<file path="src/pkg/lcs_pkg.sv">
// Constants, encodings and register map of the lubrication cycle sequencer
package lcs_pkg;
   localparam int CLK_HZ = 50_000_000;
   localparam int TICK_MS = 100;
   localparam int TICK_CYC = CLK_HZ / 1000 * TICK_MS;
   localparam int TICKS_PER_S = 1000 / TICK_MS;
   localparam int BURST_MS = 500;
   localparam int BURST_GAP_MS = 2000;
   localparam int BURST_TICKS = BURST_MS / TICK_MS;
   localparam int BURST_GAP_TICKS = BURST_GAP_MS / TICK_MS;
   localparam logic [1:0] BOOT_WAIT = 2'h3;

   localparam logic [11:0] A_CTRL = 12'h000;
   localparam logic [11:0] A_STANDBY = 12'h004;
   localparam logic [11:0] A_TIMES = 12'h008;
   localparam logic [11:0] A_COUNTS = 12'h00C;
   localparam logic [11:0] A_PULSES = 12'h010;
   localparam logic [11:0] A_WDOG = 12'h014;
   localparam logic [11:0] A_STATUS = 12'h018;
   localparam logic [11:0] A_ALM_CLR = 12'h01C;

   localparam int B_MODE = 0;
   localparam int B_MON = 1;
   localparam int B_SRC = 2;
   localparam int B_POS = 4;
   localparam int B_STYLE = 6;
   localparam int B_HALT = 7;
   localparam int B_HOLD = 9;
   localparam int B_SCALE = 10;
   localparam int B_RESTORE = 31;
   localparam int F_TOUT = 0;
   localparam int F_RUN = 8;
   localparam int F_GAP = 16;
   localparam int F_PSH = 24;
   localparam int F_CYC = 0;
   localparam int F_INIT = 8;
   localparam int F_SBP = 0;
   localparam int F_RUNP = 16;
   localparam int S_PH = 0;
   localparam int S_PUMP = 3;
   localparam int S_ALM = 4;
   localparam int S_CYC = 8;
   localparam int S_SUSP = 17;
   localparam int S_HALT = 18;

   localparam logic [31:0] CTRL_RST = 32'h000000A0;
   localparam logic [31:0] STANDBY_RST = 32'h00000168;
   localparam logic [31:0] TIMES_RST = 32'h050A1E1E;
   localparam logic [31:0] COUNTS_RST = 32'h00000001;
   localparam logic [31:0] PULSES_RST = 32'h00010001;
   localparam logic [31:0] WDOG_RST = 32'h0000000F;
   localparam logic [31:0] CTRL_MASK = 32'h00000FFF;
   localparam logic [31:0] STANDBY_MASK = 32'h0007FFFF;
   localparam logic [31:0] COUNTS_MASK = 32'h0000FFFF;
   localparam logic [31:0] WDOG_MASK = 32'h000007FF;

   localparam logic [1:0] SRC_TIMER = 2'h0;
   localparam logic [1:0] SRC_FIRST = 2'h1;
   localparam logic [1:0] SRC_COUNT = 2'h2;
   localparam logic [1:0] SRC_TOUT_CNT = 2'h3;
   localparam logic [1:0] POS_STANDBY = 2'h0;
   localparam logic [1:0] POS_LUBE = 2'h1;
   localparam logic [1:0] HALT_NONE = 2'h0;
   localparam logic [1:0] HALT_ALL = 2'h1;
   localparam logic [1:0] HALT_NOT_LEVEL = 2'h2;
   localparam logic [1:0] SCALE_10 = 2'h1;
   localparam logic [1:0] SCALE_100 = 2'h2;

   localparam int AL_LOW = 0;
   localparam int AL_TOUT = 1;
   localparam int AL_SBY = 2;
   localparam int AL_WDOG = 3;
   localparam logic [3:0] CODE_LOW = 4'h1;
   localparam logic [3:0] CODE_WDOG = 4'h2;
   localparam logic [3:0] CODE_TOUT = 4'h5;
   localparam logic [3:0] CODE_SBY = 4'h8;

   typedef enum logic [2:0] {PH_BOOT, PH_STANDBY, PH_LUBE, PH_GAP}
      lcs_phase_e;
   typedef enum logic [1:0] {RY_GAP, RY_ON, RY_OFF} lcs_relay_e;
endpackage

</file>
<file path="src/hdl/lcs_sequencer.sv">
// Lubrication cycle sequencer with APB configuration registers
`timescale 1ns/1ps
// Function
// - Cycle mode ends lube on sensor or run timer; pulse mode times both phases by pulses.
// - Monitoring: timer or pressure in cycle mode; none or pressure in pulse.
// - Standby ends by timer, first of timer/count, count, or count with alarm.
// - Raise timeout alarm when a cycle misses its completion time, except under timer monitoring.
// - Timer monitoring runs the pump for run duration per cycle.
// - A lubrication phase holds the configured number of cycles.
// - Idle for the inter-cycle gap between cycles of one phase.
// - Power-on enters standby, lubrication or the saved phase.
// - Initial cycles are added to the first lubrication phase.
// - Standard style drops the relay on alarm; coded style pulses it.
// - Halt policy chooses which alarms stop lubrication.
// - Keep pumping for the hold time after the pressure switch closes.
// - Suspend input stops operation when suspend is enabled.
// - Pulse mode alarms when no pulse arrives within watchdog time.
// - Cycle mode standby pulse count; zero means timer only.
// - Pulse mode standby length is the standby pulse count.
// - Standby pulse count is scaled by 1, 10 or 100.
// - Pulse mode lube cycle length is the run pulse count.
// - Factory restore returns every setting to its default.
// - Coded alarm bursts of 500 ms, 500 ms apart, with 2000 ms gap after each group of bursts.
module lcs_sequencer #(
   parameter int TICK_CYC = lcs_pkg::TICK_CYC
) (
   input wire logic sys_clk_in,
   input wire logic resetn_in,
   input wire logic psel_in,
   input wire logic penable_in,
   input wire logic pwrite_in,
   input wire logic [11:0] paddr_in,
   input wire logic [31:0] pwdata_in,
   output logic [31:0] prdata_out,
   output logic pready_out,
   output logic pslverr_out,
   input wire logic pressure_sw_in,
   input wire logic pulse_in,
   input wire logic low_level_in,
   input wire logic suspend_in,
   input wire logic resume_lube_in,
   output logic pump_on_out,
   output logic alarm_relay_out
);
   typedef struct packed {
      logic [31:0] ctrl;
      logic [31:0] sby;
      logic [31:0] times;
      logic [31:0] counts;
      logic [31:0] pulses;
      logic [31:0] wdog;
      logic ack;
      logic err;
      logic [31:0] rdata;
      logic [22:0] pre;
      lcs_pkg::lcs_phase_e ph;
      logic [1:0] boot;
      logic first;
      logic [21:0] tm;
      logic [22:0] pcnt;
      logic [8:0] cyc;
      logic [8:0] target;
      logic ps_seen;
      logic [11:0] ht;
      logic [10:0] wd;
      logic [3:0] alm;
      lcs_pkg::lcs_relay_e ry;
      logic [4:0] rcnt;
      logic [3:0] rn;
      logic relay;
      logic pump;
   } lcs_state_s;
   lcs_state_s st;
   lcs_state_s n;

   logic ps_lvl, pulse_rise, low_lvl, susp_lvl, resume_lvl;
   logic mode_pulse, mon_ps, susp_act, halt, stall, tick, tout_on;
   logic done, sby_end, cnt_ok, tim_ok, wr, set_wdog;
   logic [1:0] src;
   logic [21:0] lim_sby, lim_tout, lim_run, lim_gap;
   logic [11:0] lim_hold;
   logic [10:0] lim_wd;
   logic [22:0] sby_eff, scale;
   logic [3:0] code;
   logic [3:0] set_alm;
   logic [31:0] rd;
   logic hit;

   lcs_sync_edge u_ps (.sys_clk_in(sys_clk_in), .resetn_in(resetn_in),
      .async_in(pressure_sw_in), .level_out(ps_lvl), .rise_out());
   lcs_sync_edge u_pulse (.sys_clk_in(sys_clk_in), .resetn_in(resetn_in),
      .async_in(pulse_in), .level_out(), .rise_out(pulse_rise));
   lcs_sync_edge u_low (.sys_clk_in(sys_clk_in), .resetn_in(resetn_in),
      .async_in(low_level_in), .level_out(low_lvl), .rise_out());
   lcs_sync_edge u_susp (.sys_clk_in(sys_clk_in), .resetn_in(resetn_in),
      .async_in(suspend_in), .level_out(susp_lvl), .rise_out());
   lcs_sync_edge u_res (.sys_clk_in(sys_clk_in), .resetn_in(resetn_in),
      .async_in(resume_lube_in), .level_out(resume_lvl), .rise_out());

   always_comb begin
      mode_pulse = st.ctrl[lcs_pkg::B_MODE];
      mon_ps = st.ctrl[lcs_pkg::B_MON];
      src = st.ctrl[lcs_pkg::B_SRC +: 2];
      tick = (st.pre == 23'(TICK_CYC - 1));
      lim_sby = 22'(st.sby[18:0]) * 22'(lcs_pkg::TICKS_PER_S);
      lim_tout = 22'(st.times[lcs_pkg::F_TOUT +: 8]) *
         22'(lcs_pkg::TICKS_PER_S);
      lim_run = 22'(st.times[lcs_pkg::F_RUN +: 8]) *
         22'(lcs_pkg::TICKS_PER_S);
      lim_gap = 22'(st.times[lcs_pkg::F_GAP +: 8]) *
         22'(lcs_pkg::TICKS_PER_S);
      lim_hold = 12'(st.times[lcs_pkg::F_PSH +: 8]) *
         12'(lcs_pkg::TICKS_PER_S);
      lim_wd = st.wdog[10:0];
      case (st.ctrl[lcs_pkg::B_SCALE +: 2])
         lcs_pkg::SCALE_10: scale = 23'd10;
         lcs_pkg::SCALE_100: scale = 23'd100;
         default: scale = 23'd1;
      endcase
      sby_eff = 23'(st.pulses[lcs_pkg::F_SBP +: 16]) * scale;
      susp_act = st.ctrl[lcs_pkg::B_HOLD] & susp_lvl;
      case (st.ctrl[lcs_pkg::B_HALT +: 2])
         lcs_pkg::HALT_NONE: halt = 1'b0;
         lcs_pkg::HALT_ALL: halt = |st.alm;
         lcs_pkg::HALT_NOT_LEVEL: halt = |st.alm[3:1];
         default: halt = st.alm[lcs_pkg::AL_LOW];
      endcase
      stall = susp_act | halt;
      // Timer monitoring in cycle mode has no completion timeout
      tout_on = mode_pulse | mon_ps;
      if (!mode_pulse && !mon_ps) begin
         done = st.tm >= lim_run;
      end else if (!mode_pulse) begin
         done = st.ps_seen && st.ht >= lim_hold;
      end else begin
         done = st.pcnt >= 23'(st.pulses[lcs_pkg::F_RUNP +: 16]) &&
            (!mon_ps || (st.ps_seen && st.ht >= lim_hold));
      end
      cnt_ok = sby_eff != 23'd0 && st.pcnt >= sby_eff;
      tim_ok = st.tm >= lim_sby;
      if (mode_pulse) begin
         sby_end = cnt_ok;
      end else if (st.pulses[lcs_pkg::F_SBP +: 16] == 16'h0000) begin
         sby_end = tim_ok;
      end else begin
         case (src)
            lcs_pkg::SRC_TIMER: sby_end = tim_ok;
            lcs_pkg::SRC_FIRST: sby_end = tim_ok | cnt_ok;
            default: sby_end = cnt_ok;
         endcase
      end
      set_wdog = mode_pulse && lim_wd != 11'h000 && st.wd == lim_wd &&
         !pulse_rise;
      set_alm = '0;
      set_alm[lcs_pkg::AL_LOW] = low_lvl;
      set_alm[lcs_pkg::AL_WDOG] = set_wdog;
      set_alm[lcs_pkg::AL_TOUT] = st.ph == lcs_pkg::PH_LUBE && !stall &&
         tout_on && !done && st.tm >= lim_tout;
      set_alm[lcs_pkg::AL_SBY] = st.ph == lcs_pkg::PH_STANDBY && !stall &&
         !mode_pulse && src == lcs_pkg::SRC_TOUT_CNT && tim_ok;
      if (st.alm[lcs_pkg::AL_LOW]) begin
         code = lcs_pkg::CODE_LOW;
      end else if (st.alm[lcs_pkg::AL_WDOG]) begin
         code = lcs_pkg::CODE_WDOG;
      end else if (st.alm[lcs_pkg::AL_TOUT]) begin
         code = lcs_pkg::CODE_TOUT;
      end else begin
         code = lcs_pkg::CODE_SBY;
      end
      hit = 1'b1;
      case (paddr_in)
         lcs_pkg::A_CTRL: rd = st.ctrl;
         lcs_pkg::A_STANDBY: rd = st.sby;
         lcs_pkg::A_TIMES: rd = st.times;
         lcs_pkg::A_COUNTS: rd = st.counts;
         lcs_pkg::A_PULSES: rd = st.pulses;
         lcs_pkg::A_WDOG: rd = st.wdog;
         lcs_pkg::A_ALM_CLR: rd = '0;
         lcs_pkg::A_STATUS: begin
            rd = '0;
            rd[lcs_pkg::S_PH +: 3] = st.ph;
            rd[lcs_pkg::S_PUMP] = st.pump;
            rd[lcs_pkg::S_ALM +: 4] = st.alm;
            rd[lcs_pkg::S_CYC +: 9] = st.cyc;
            rd[lcs_pkg::S_SUSP] = susp_act;
            rd[lcs_pkg::S_HALT] = halt;
         end
         default: begin
            rd = '0;
            hit = 1'b0;
         end
      endcase
      wr = psel_in & penable_in & st.ack & pwrite_in;
   end

   always_comb begin
      n = st;
      // One wait state so that read data leaves a flip-flop
      n.ack = psel_in & penable_in & ~st.ack;
      if (psel_in && penable_in && !st.ack) begin
         n.rdata = rd;
         n.err = ~hit;
      end
      if (wr && hit) begin
         case (paddr_in)
            lcs_pkg::A_CTRL: n.ctrl = pwdata_in & lcs_pkg::CTRL_MASK;
            lcs_pkg::A_STANDBY: n.sby = pwdata_in & lcs_pkg::STANDBY_MASK;
            lcs_pkg::A_TIMES: n.times = pwdata_in;
            lcs_pkg::A_COUNTS: n.counts = pwdata_in & lcs_pkg::COUNTS_MASK;
            lcs_pkg::A_PULSES: n.pulses = pwdata_in;
            lcs_pkg::A_WDOG: n.wdog = pwdata_in & lcs_pkg::WDOG_MASK;
            default: n.ctrl = st.ctrl;
         endcase
         if (paddr_in == lcs_pkg::A_CTRL && pwdata_in[lcs_pkg::B_RESTORE])
         begin
            n.ctrl = lcs_pkg::CTRL_RST;
            n.sby = lcs_pkg::STANDBY_RST;
            n.times = lcs_pkg::TIMES_RST;
            n.counts = lcs_pkg::COUNTS_RST;
            n.pulses = lcs_pkg::PULSES_RST;
            n.wdog = lcs_pkg::WDOG_RST;
         end
      end
      // A new alarm beats a clear written in the same cycle
      n.alm = st.alm | set_alm;
      if (wr && paddr_in == lcs_pkg::A_ALM_CLR) begin
         n.alm = (st.alm & ~pwdata_in[3:0]) | set_alm;
      end
      n.pre = tick ? '0 : st.pre + 23'd1;
      if (!mode_pulse || pulse_rise) begin
         n.wd = '0;
      end else if (tick && !susp_act && st.wd != lim_wd) begin
         n.wd = st.wd + 11'd1;
      end
      if (!stall && tick && st.tm != '1) begin
         n.tm = st.tm + 22'd1;
      end
      if (!stall && pulse_rise) begin
         n.pcnt = st.pcnt + 23'd1;
      end
      case (st.ph)
         lcs_pkg::PH_BOOT: begin
            n.boot = st.boot + 2'd1;
            n.tm = '0;
            n.pcnt = '0;
            if (st.boot == lcs_pkg::BOOT_WAIT) begin
               case (st.ctrl[lcs_pkg::B_POS +: 2])
                  lcs_pkg::POS_STANDBY: n.ph = lcs_pkg::PH_STANDBY;
                  lcs_pkg::POS_LUBE: n.ph = lcs_pkg::PH_LUBE;
                  default: n.ph = resume_lvl ? lcs_pkg::PH_LUBE :
                     lcs_pkg::PH_STANDBY;
               endcase
               if (n.ph == lcs_pkg::PH_LUBE) begin
                  n.target = 9'(st.counts[lcs_pkg::F_CYC +: 8]) +
                     9'(st.counts[lcs_pkg::F_INIT +: 8]);
                  n.first = 1'b0;
               end
            end
         end
         lcs_pkg::PH_STANDBY: begin
            if (!stall && sby_end) begin
               n.ph = lcs_pkg::PH_LUBE;
               n.tm = '0;
               n.pcnt = '0;
               n.ps_seen = 1'b0;
               n.ht = '0;
               n.cyc = '0;
               n.target = 9'(st.counts[lcs_pkg::F_CYC +: 8]) +
                  (st.first ? 9'(st.counts[lcs_pkg::F_INIT +: 8]) : 9'h000);
               n.first = 1'b0;
            end
         end
         lcs_pkg::PH_LUBE: begin
            if (!stall) begin
               if (mon_ps && ps_lvl) begin
                  n.ps_seen = 1'b1;
               end
               if (st.ps_seen && tick && st.ht != '1) begin
                  n.ht = st.ht + 12'd1;
               end
               if (done || set_alm[lcs_pkg::AL_TOUT]) begin
                  n.cyc = st.cyc + 9'd1;
                  n.tm = '0;
                  n.pcnt = '0;
                  n.ps_seen = 1'b0;
                  n.ht = '0;
                  if (st.cyc + 9'd1 >= st.target) begin
                     n.ph = lcs_pkg::PH_STANDBY;
                  end else if (lim_gap != '0) begin
                     n.ph = lcs_pkg::PH_GAP;
                  end
               end
            end
         end
         lcs_pkg::PH_GAP: begin
            if (!stall && st.tm >= lim_gap) begin
               n.ph = lcs_pkg::PH_LUBE;
               n.tm = '0;
               n.pcnt = '0;
            end
         end
         default: n.ph = lcs_pkg::PH_STANDBY;
      endcase
      n.pump = st.ph == lcs_pkg::PH_LUBE && !stall;
      if (st.alm == '0) begin
         n.ry = lcs_pkg::RY_GAP;
         n.rcnt = '0;
         n.rn = '0;
      end else if (tick) begin
         n.rcnt = st.rcnt + 5'd1;
         case (st.ry)
            lcs_pkg::RY_GAP: begin
               if (st.rcnt == 5'(lcs_pkg::BURST_GAP_TICKS - 1)) begin
                  n.ry = lcs_pkg::RY_ON;
                  n.rcnt = '0;
               end
            end
            lcs_pkg::RY_ON: begin
               if (st.rcnt == 5'(lcs_pkg::BURST_TICKS - 1)) begin
                  n.ry = lcs_pkg::RY_OFF;
                  n.rcnt = '0;
               end
            end
            default: begin
               if (st.rcnt == 5'(lcs_pkg::BURST_TICKS - 1)) begin
                  n.rcnt = '0;
                  n.rn = st.rn + 4'd1;
                  n.ry = lcs_pkg::RY_ON;
                  if (st.rn + 4'd1 >= code) begin
                     n.rn = '0;
                     n.ry = lcs_pkg::RY_GAP;
                  end
               end
            end
         endcase
      end
      // Relay is held energised while healthy so a broken wire reads as alarm
      n.relay = (st.alm == '0) || (st.ctrl[lcs_pkg::B_STYLE] &&
         n.ry == lcs_pkg::RY_ON);
   end

   always_ff @(posedge sys_clk_in) begin
      if (!resetn_in) begin
         st <= '0;
         st.ctrl <= lcs_pkg::CTRL_RST;
         st.sby <= lcs_pkg::STANDBY_RST;
         st.times <= lcs_pkg::TIMES_RST;
         st.counts <= lcs_pkg::COUNTS_RST;
         st.pulses <= lcs_pkg::PULSES_RST;
         st.wdog <= lcs_pkg::WDOG_RST;
         st.ph <= lcs_pkg::PH_BOOT;
         st.ry <= lcs_pkg::RY_GAP;
         st.first <= 1'b1;
         st.relay <= 1'b1;
      end else begin
         st <= n;
      end
   end

   assign prdata_out = st.rdata;
   assign pready_out = st.ack;
   assign pslverr_out = st.ack & st.err;
   assign pump_on_out = st.pump;
   assign alarm_relay_out = st.relay;
endmodule

</file>
<file path="src/hdl/lcs_sync_edge.sv">
// Two-stage synchroniser with rising edge detect for one field input
`timescale 1ns/1ps
module lcs_sync_edge (
   input wire logic sys_clk_in,
   input wire logic resetn_in,
   input wire logic async_in,
   output logic level_out,
   output logic rise_out
);
   typedef struct packed {
      logic s1;
      logic s2;
      logic s3;
   } lcs_sync_s;
   lcs_sync_s st;
   lcs_sync_s next_st;

   always_comb begin
      next_st.s1 = async_in;
      next_st.s2 = st.s1;
      next_st.s3 = st.s2;
   end

   always_ff @(posedge sys_clk_in) begin
      if (!resetn_in) begin
         st <= '0;
      end else begin
         st <= next_st;
      end
   end

   assign level_out = st.s2;
   // Edge is taken from the second and third stage only
   assign rise_out = st.s2 & ~st.s3;
endmodule

</file>
<file path="config.mk">
export PLATFORM = sky130hd
export DESIGN_NAME = lcs_sequencer
export DESIGN_NICKNAME = d
export VERILOG_FILES = /design/src/pkg/lcs_pkg.sv /design/src/hdl/lcs_sequencer.sv /design/src/hdl/lcs_sync_edge.sv
export SDC_FILE = /design/constraint.sdc
export NUM_CORES = 1
export LEC_CHECK = 0
export ABC_CLOCK_PERIOD_IN_PS = 12050
export BUFFER_PORTS_ARGS = -buffer_cell sky130_fd_sc_hd__buf_4
export CORE_MARGIN = 2
export CORE_UTILIZATION = 70
export CTS_BUF_LIST = sky130_fd_sc_hd__clkbuf_2 sky130_fd_sc_hd__clkbuf_4 sky130_fd_sc_hd__clkbuf_8
export CTS_CLUSTER_DIAMETER = 80
export DETAILED_ROUTE_END_ITERATION = 8
export PLACE_DENSITY_LB_ADDON = 0.08
export SYNTH_ARGS = -nofsm -noshare
export SYNTH_HDL_FRONTEND = slang
export SYNTH_HIERARCHICAL = 1
export SYNTH_SLANG_ARGS = --single-unit
</file>
<file path="constraint.sdc">
create_clock -name sys_clk_in -period 12.05 [get_ports sys_clk_in]
set_input_delay 1.8075 -clock sys_clk_in [delete_from_list [all_inputs] [get_ports sys_clk_in]]
set_output_delay 1.8075 -clock sys_clk_in [all_outputs]
set_load 0.005 [all_outputs]
</file>
== After elaboration in Yosys (flattened, before gate mapping) ==
Cells that the tools add are included.

* Input bits: 54
* Output and inout bits: 36
* Bits in registers: 370

* Eq/ne operators: 37
* Muxes and demuxes: 61
* Magnitude comparators: 9
* Bitwise gates (word level): 19
* Reduce and logical (&&, ||, !) cells: 80
* $add $sub $neg: 11
* Multiply operators: 6

{| class="wikitable"
|+ Operators with widths
! operator !! count
|-
| $pmux 32 s7 || 1
|-
| $mux 192 || 1
|-
| $mux 32 || 6
|-
| $pmux 45 s4 || 1
|-
| $mux 54 || 2
|-
| $mux 77 || 1
|-
| $ge 22x12->1 || 3
|-
| $eq 12x5->1 const B || 4
|-
| $add 23x1->23 const B || 2
|-
| $mux 45 || 1
|-
| $mul 8x3->11 const B || 4
|-
| $pmux 9 s2 || 2
|-
| $mux 11 || 3
|-
| $logic_and 1x1->1 || 31
|-
| $pmux 7 s2 || 2
|-
| $mux 3 || 9
|-
| $mux 13 || 2
|-
| $pmux 13 s2 || 1
|-
| $eq 12x4->1 const B || 2
|-
| $mux 4 || 6
|-
| $eq 23x23->1 const B || 1
|-
| $ge 23x16->1 || 1
|-
| $ge 23x23->1 || 1
|-
| $mul 16x23->23 || 1
|-
| 64 further kinds || 135
|}

== Depth between registers and ports, before layout ==
* Word-level depth: 14
* Mapped depth: 31
* Gate-level depth less buffers: 29

== Modules after synthesis ==
The synthesis kept the hierarchy.

{| class="wikitable"
|+ Modules (own cells, without submodules)
! module !! instances !! area an instance (sq um) !! cells each !! seq. area each (sq um)
|-
| lcs_sequencer || 1 || 21769.6 || 2642 || 5765.5
|-
| lcs_sync_edge || 5 || 92.6 || 7 || 60.1
|}

== Worst setup path before layout ==
No wires, ideal clock.

* Path kind: register to register
* Start: register st[337] (netlist name)
* End: register st[100] (netlist name)
* Path slack: 5126 ps
* Cell stages (with the launch flop): 28
* Data required time: 11935 ps
* Arrival time: 6809 ps
* Setup time: 115 ps
* Path through: dfxtp_1 > ha_1 > clkbuf_1 > nand2_1 > fa_1 > fa_1 > fa_1 > inv_1 > fa_1 > ha_1 > o21ai_0 > o21bai_1 > o2111ai_2 > a211o_1 > a21oi_1 > a21oi_1 > o21bai_1 > xnor2_1 > ha_1 > nand2_1 > or3_1 > nor4_1 > o22ai_1 > o21ai_1 > nor3_4 > o311ai_4 > buf_6 > nor2_1

* Longest elaborated chain between the ends: 12
* Elaborated cells on any way between the ends: 14

{| class="wikitable"
|+ RTL lines
! element !! RTL line !! RTL
|-
| from (decl) || lcs_sequencer.sv:73 || <nowiki>lcs_state_s st;</nowiki>
|-
| from (signal assigned) || lcs_sequencer.sv:356 || <nowiki>st <= n;</nowiki>
|-
| $eq 2x2->1 or $eq 2x1->1 (tied branches) || lcs_sequencer.sv:115 || <nowiki>case (st.ctrl[lcs_pkg::B_SCALE +: 2])</nowiki>
|-
| $pmux 7 s2 * || lcs_sequencer.sv:115 ||
|-
| $mul 16x23->23 * || lcs_sequencer.sv:120 || <nowiki>sby_eff = 23'(st.pulses[lcs_pkg::F_SBP +: 16]) * scale;</nowiki>
|-
| $ge 23x23->1 or $reduce_bool 23->1 (tied branches) || lcs_sequencer.sv:139 || <nowiki>cnt_ok = sby_eff != 23'd0 && st.pcnt >= sby_eff;</nowiki>
|-
| $logic_and 1x1->1 * || lcs_sequencer.sv:139 ||
|-
| $or 1x1->1 || lcs_sequencer.sv:148 || <nowiki>lcs_pkg::SRC_FIRST: sby_end = tim_ok | cnt_ok;</nowiki>
|-
| $pmux 1 s2 || lcs_sequencer.sv:146 || <nowiki>case (src)</nowiki>
|-
| $mux 1 || lcs_sequencer.sv:143 || <nowiki>end else if (st.pulses[lcs_pkg::F_SBP +: 16] == 16'h0000) begin</nowiki>
|-
| $mux 1 * || lcs_sequencer.sv:141 || <nowiki>if (mode_pulse) begin</nowiki>
|-
| $logic_and 1x1->1 * || lcs_sequencer.sv:261 || <nowiki>if (!stall && sby_end) begin</nowiki>
|-
| $mux 77 * || lcs_sequencer.sv:261 ||
|-
| $pmux 45 s4 * || lcs_sequencer.sv:241 || <nowiki>case (st.ph)</nowiki>
|}

Mark *: on every way between the ends. The rest lies on a longest branch, timed or not. The select of a mux whose other input is x is not followed.
A chain may end at the register's enable or synchronous reset.

== Worst setup path after layout ==
* Start: register st[338] (netlist name)
* End: register st[34] (netlist name)

* Longest elaborated chain between the ends: 12
* Elaborated cells on any way between the ends: 14

{| class="wikitable"
|+ RTL lines
! element !! RTL line
|-
| $eq 2x2->1 or $eq 2x1->1 (tied branches) || lcs_sequencer.sv:115
|-
| $pmux 7 s2 * || lcs_sequencer.sv:115
|-
| $mul 16x23->23 * || lcs_sequencer.sv:120
|-
| $ge 23x23->1 or $reduce_bool 23->1 (tied branches) || lcs_sequencer.sv:139
|-
| $logic_and 1x1->1 * || lcs_sequencer.sv:139
|-
| $or 1x1->1 || lcs_sequencer.sv:148
|-
| $pmux 1 s2 || lcs_sequencer.sv:146
|-
| $mux 1 || lcs_sequencer.sv:143
|-
| $mux 1 * || lcs_sequencer.sv:141
|-
| $logic_and 1x1->1 * || lcs_sequencer.sv:261
|-
| $ne 2x1->1 (no source line) * || -
|-
| $reduce_and 4->1 (no source line) * || -
|}

Mark *: on every way between the ends. The rest lies on a longest branch, timed or not.

==> qor.yml <==
status: "finished, final reports clean"
drc_errors: 0
cts_hold_buf: 0
area_delta_synth_final_pct: 8.18
final_max_slew_viol_count: 0
syn-instance-count: 2665
synth_area_per_cell_um2: 8.28
reg2reg_slack_ps: 3660
cts.path.max_buffers: 3
htreeDepth: 2
max_slew_margin_pct: 14.6
drtIter0Drc: 2084
seqCellArea_um2: 5990
fin_crit_sh_pct: 69.7
gp_congestion: 0.937
cts_sinks: 299
drt-vias-per-instance: 6.51
core_area_um2: 31300
antenna_found_initial: 3
synth_nets: 3058
cp_num_cells: 25
cts-root-buf: "clkbuf_8"
reg2reg_depth: 25
io_buffers: 89
grt_overflow_total: 0
dp_hpwl_um: 49500
crit_type: "reg2reg"
final_area_um2: 23900
cp_common_cell: "fa_1"
fin_cells: 3125
ys_warn_count: 6
fp.dieArea_um2: 33000
setup_viol: 0
cp-start-kind: "register"
reg2reg_from: "st[338]"
cts_buffers: 51
cp_slowest_cell: "nor3_4"
max-vdd-ir-drop_uv: 103
finalHoldViolations: 0
ant_nets: 0
start_util_pct: 70.5
grt_setup_unrepaired: "no"
grt_pass1_vias: 19600
worstMarginPinSlew_ps: 1280
powerDensity_nw_per_um2: 88.9
multi_input_area_um2: 14800
fin_nets: 3075
fin_skew_ps: 57.2
dp.cells: 3031
clk_latency_ps: 670
path_max_fanout: 23
grt_pass1_wl_um: 105000
cts_setup_buffers: 0
synth_area_um2: 22100
final_util_pct: 76.3
die_h_um: 182
cap_violations: 0
postPlaceCellArea_um2: 22800
required_ps: 12590
arrival_ps: 8930
cts_tree: "built"
cp_num_buf_inv: 2
reg2reg_to: "st[34]"
wire_per_inst_um: 21.2
grt_usage_pct: 39.8
cp_top_family: "adder cells"
wl_um: 66400
drive_gt1_share_pct: 9.48
crit_start: "st[338]"
grt_max_degree: 85
cp-endpoint: "st[34]"
p_leak_nw: 10.3
hold_class: "reg2reg"
vias: 20300
fill_cells: 2355
cts.repair.resized: 0
worst_hold_slack_ps: 433
final.min_clock_period_ps: 8390
max_freq_mhz: 119
drt_first_pass_iters: 6
max_stage_delay_ps: 690
io_pins: 90
rows: 65
path_clk_slew_ps: 70
endpoint_kind: "register"
tns_ps: 0
fp.dieW_um: 182
-- worst register-to-register path, cell delays in order (launching register included) --
cell	delay, ps
dfxtp_1	390
ha_1	660
and2_1	280
inv_1	70
fa_1	520
fa_1	440
fa_1	540
inv_1	50
fa_1	470
ha_1	420
a21oi_1	250
o21ai_0	150
a31oi_2	270
a21oi_1	180
and3b_1	200
a311oi_1	320
ha_1	310
o21ai_0	160
a21oi_1	90
a221oi_1	270
o21ai_0	150
o22ai_1	320
o21ai_1	180
nor3_4	690
o21ai_1	500
a311oi_1	360
-- flip-flops by register name (all words and copies together), names as in the netlist, 2 cells and up --
name / count
st: 238
lim_wd: 11
src: 2
prdata_out: 32
-- power breakdown --
group	total [mW]	internal, mW	leakage [nW]	switching, mW
Sequential	1.01	1.00	2.42	0.0111
Combinational	0.109	0.0404	7.27	0.0683
Clock	1.00	0.553	0.596	0.448
-- layout make-up --
| type | instances | share of cell area [%] |
|---|---|---|
| sequential | 299 | 25.1 |
| tap | 402 | 2.11 |
| clock inverter | 10 | 0.299 |
| clock buffer | 82 | 4.39 |
| antenna | 2 | 0.0210 |
| timing repair buffer | 109 | 3.43 |
| multi-input combinational | 2036 | 61.8 |
| inverter | 185 | 2.92 |
-- placed cells by master (no fill, tap or decap), types with 10 or more instances in the layout --
| master | instances |
|---|---|
| dfxtp_1 | 299 |
| ha_1 | 280 |
| nor2_1 | 270 |
| nand2_1 | 218 |
| a21oi_1 | 212 |
| inv_1 | 184 |
| nand3_1 | 124 |
| buf_4 | 109 |
| o21ai_0 | 98 |
| xor2_1 | 85 |
| xnor2_1 | 74 |
| clkbuf_8 | 69 |
| and2_1 | 62 |
| fa_1 | 59 |
| nor3_1 | 52 |
| a21o_1 | 40 |
| nand4_1 | 39 |
| and3_1 | 28 |
| a31oi_1 | 27 |
| o211ai_1 | 26 |
| nor2b_1 | 25 |
| a221oi_1 | 21 |
| nor4_1 | 20 |
| o21bai_1 | 19 |
| nand2b_1 | 18 |
| a222oi_1 | 17 |
| a22oi_1 | 14 |
| mux2_2 | 14 |
| clkbuf_4 | 13 |
| o21a_1 | 11 |
| or3_1 | 10 |
| mux2i_1 | 10 |
-- stage by stage --
| step | total power, mW | setup slack (ps) |
|---|---|---|
| floorplan | 1.09 | 5130 |
| global placement | 1.13 | 4010 |
| detailed placement | 1.14 | 3800 |
| CTS | 2.12 | 3770 |
| global route | 2.17 | 3280 |
| finish | 2.12 | 3660 |
-- how the worst min path moves through the flow --
stage | startpoint | end | slack, ps | depth (start not counted)
floorplan | u_low/next_st[1] | u_low/level_out | 410 | 1
detailed placement | u_res/next_st[1] | u_res/level_out | 420 | 1
finish | u_res/next_st[1] | u_res/level_out | 430 | 1
CTS | u_res/next_st[1] | u_res/level_out | 430 | 1
global placement | u_susp/next_st[1] | u_susp/level_out | 410 | 1
global route | u_res/next_st[1] | u_res/level_out | 450 | 1
-- metal layers --
metal  track usage [%]  vias up  wire length, um
li1                  -     9413                -
met2              63.5     1058            29400
met5                 0        -               27
met3              9.01      221             6510
met1              50.7     9645            26700
met4              20.4        4             3670
Note: power is estimated with default switching activity, not from simulation.
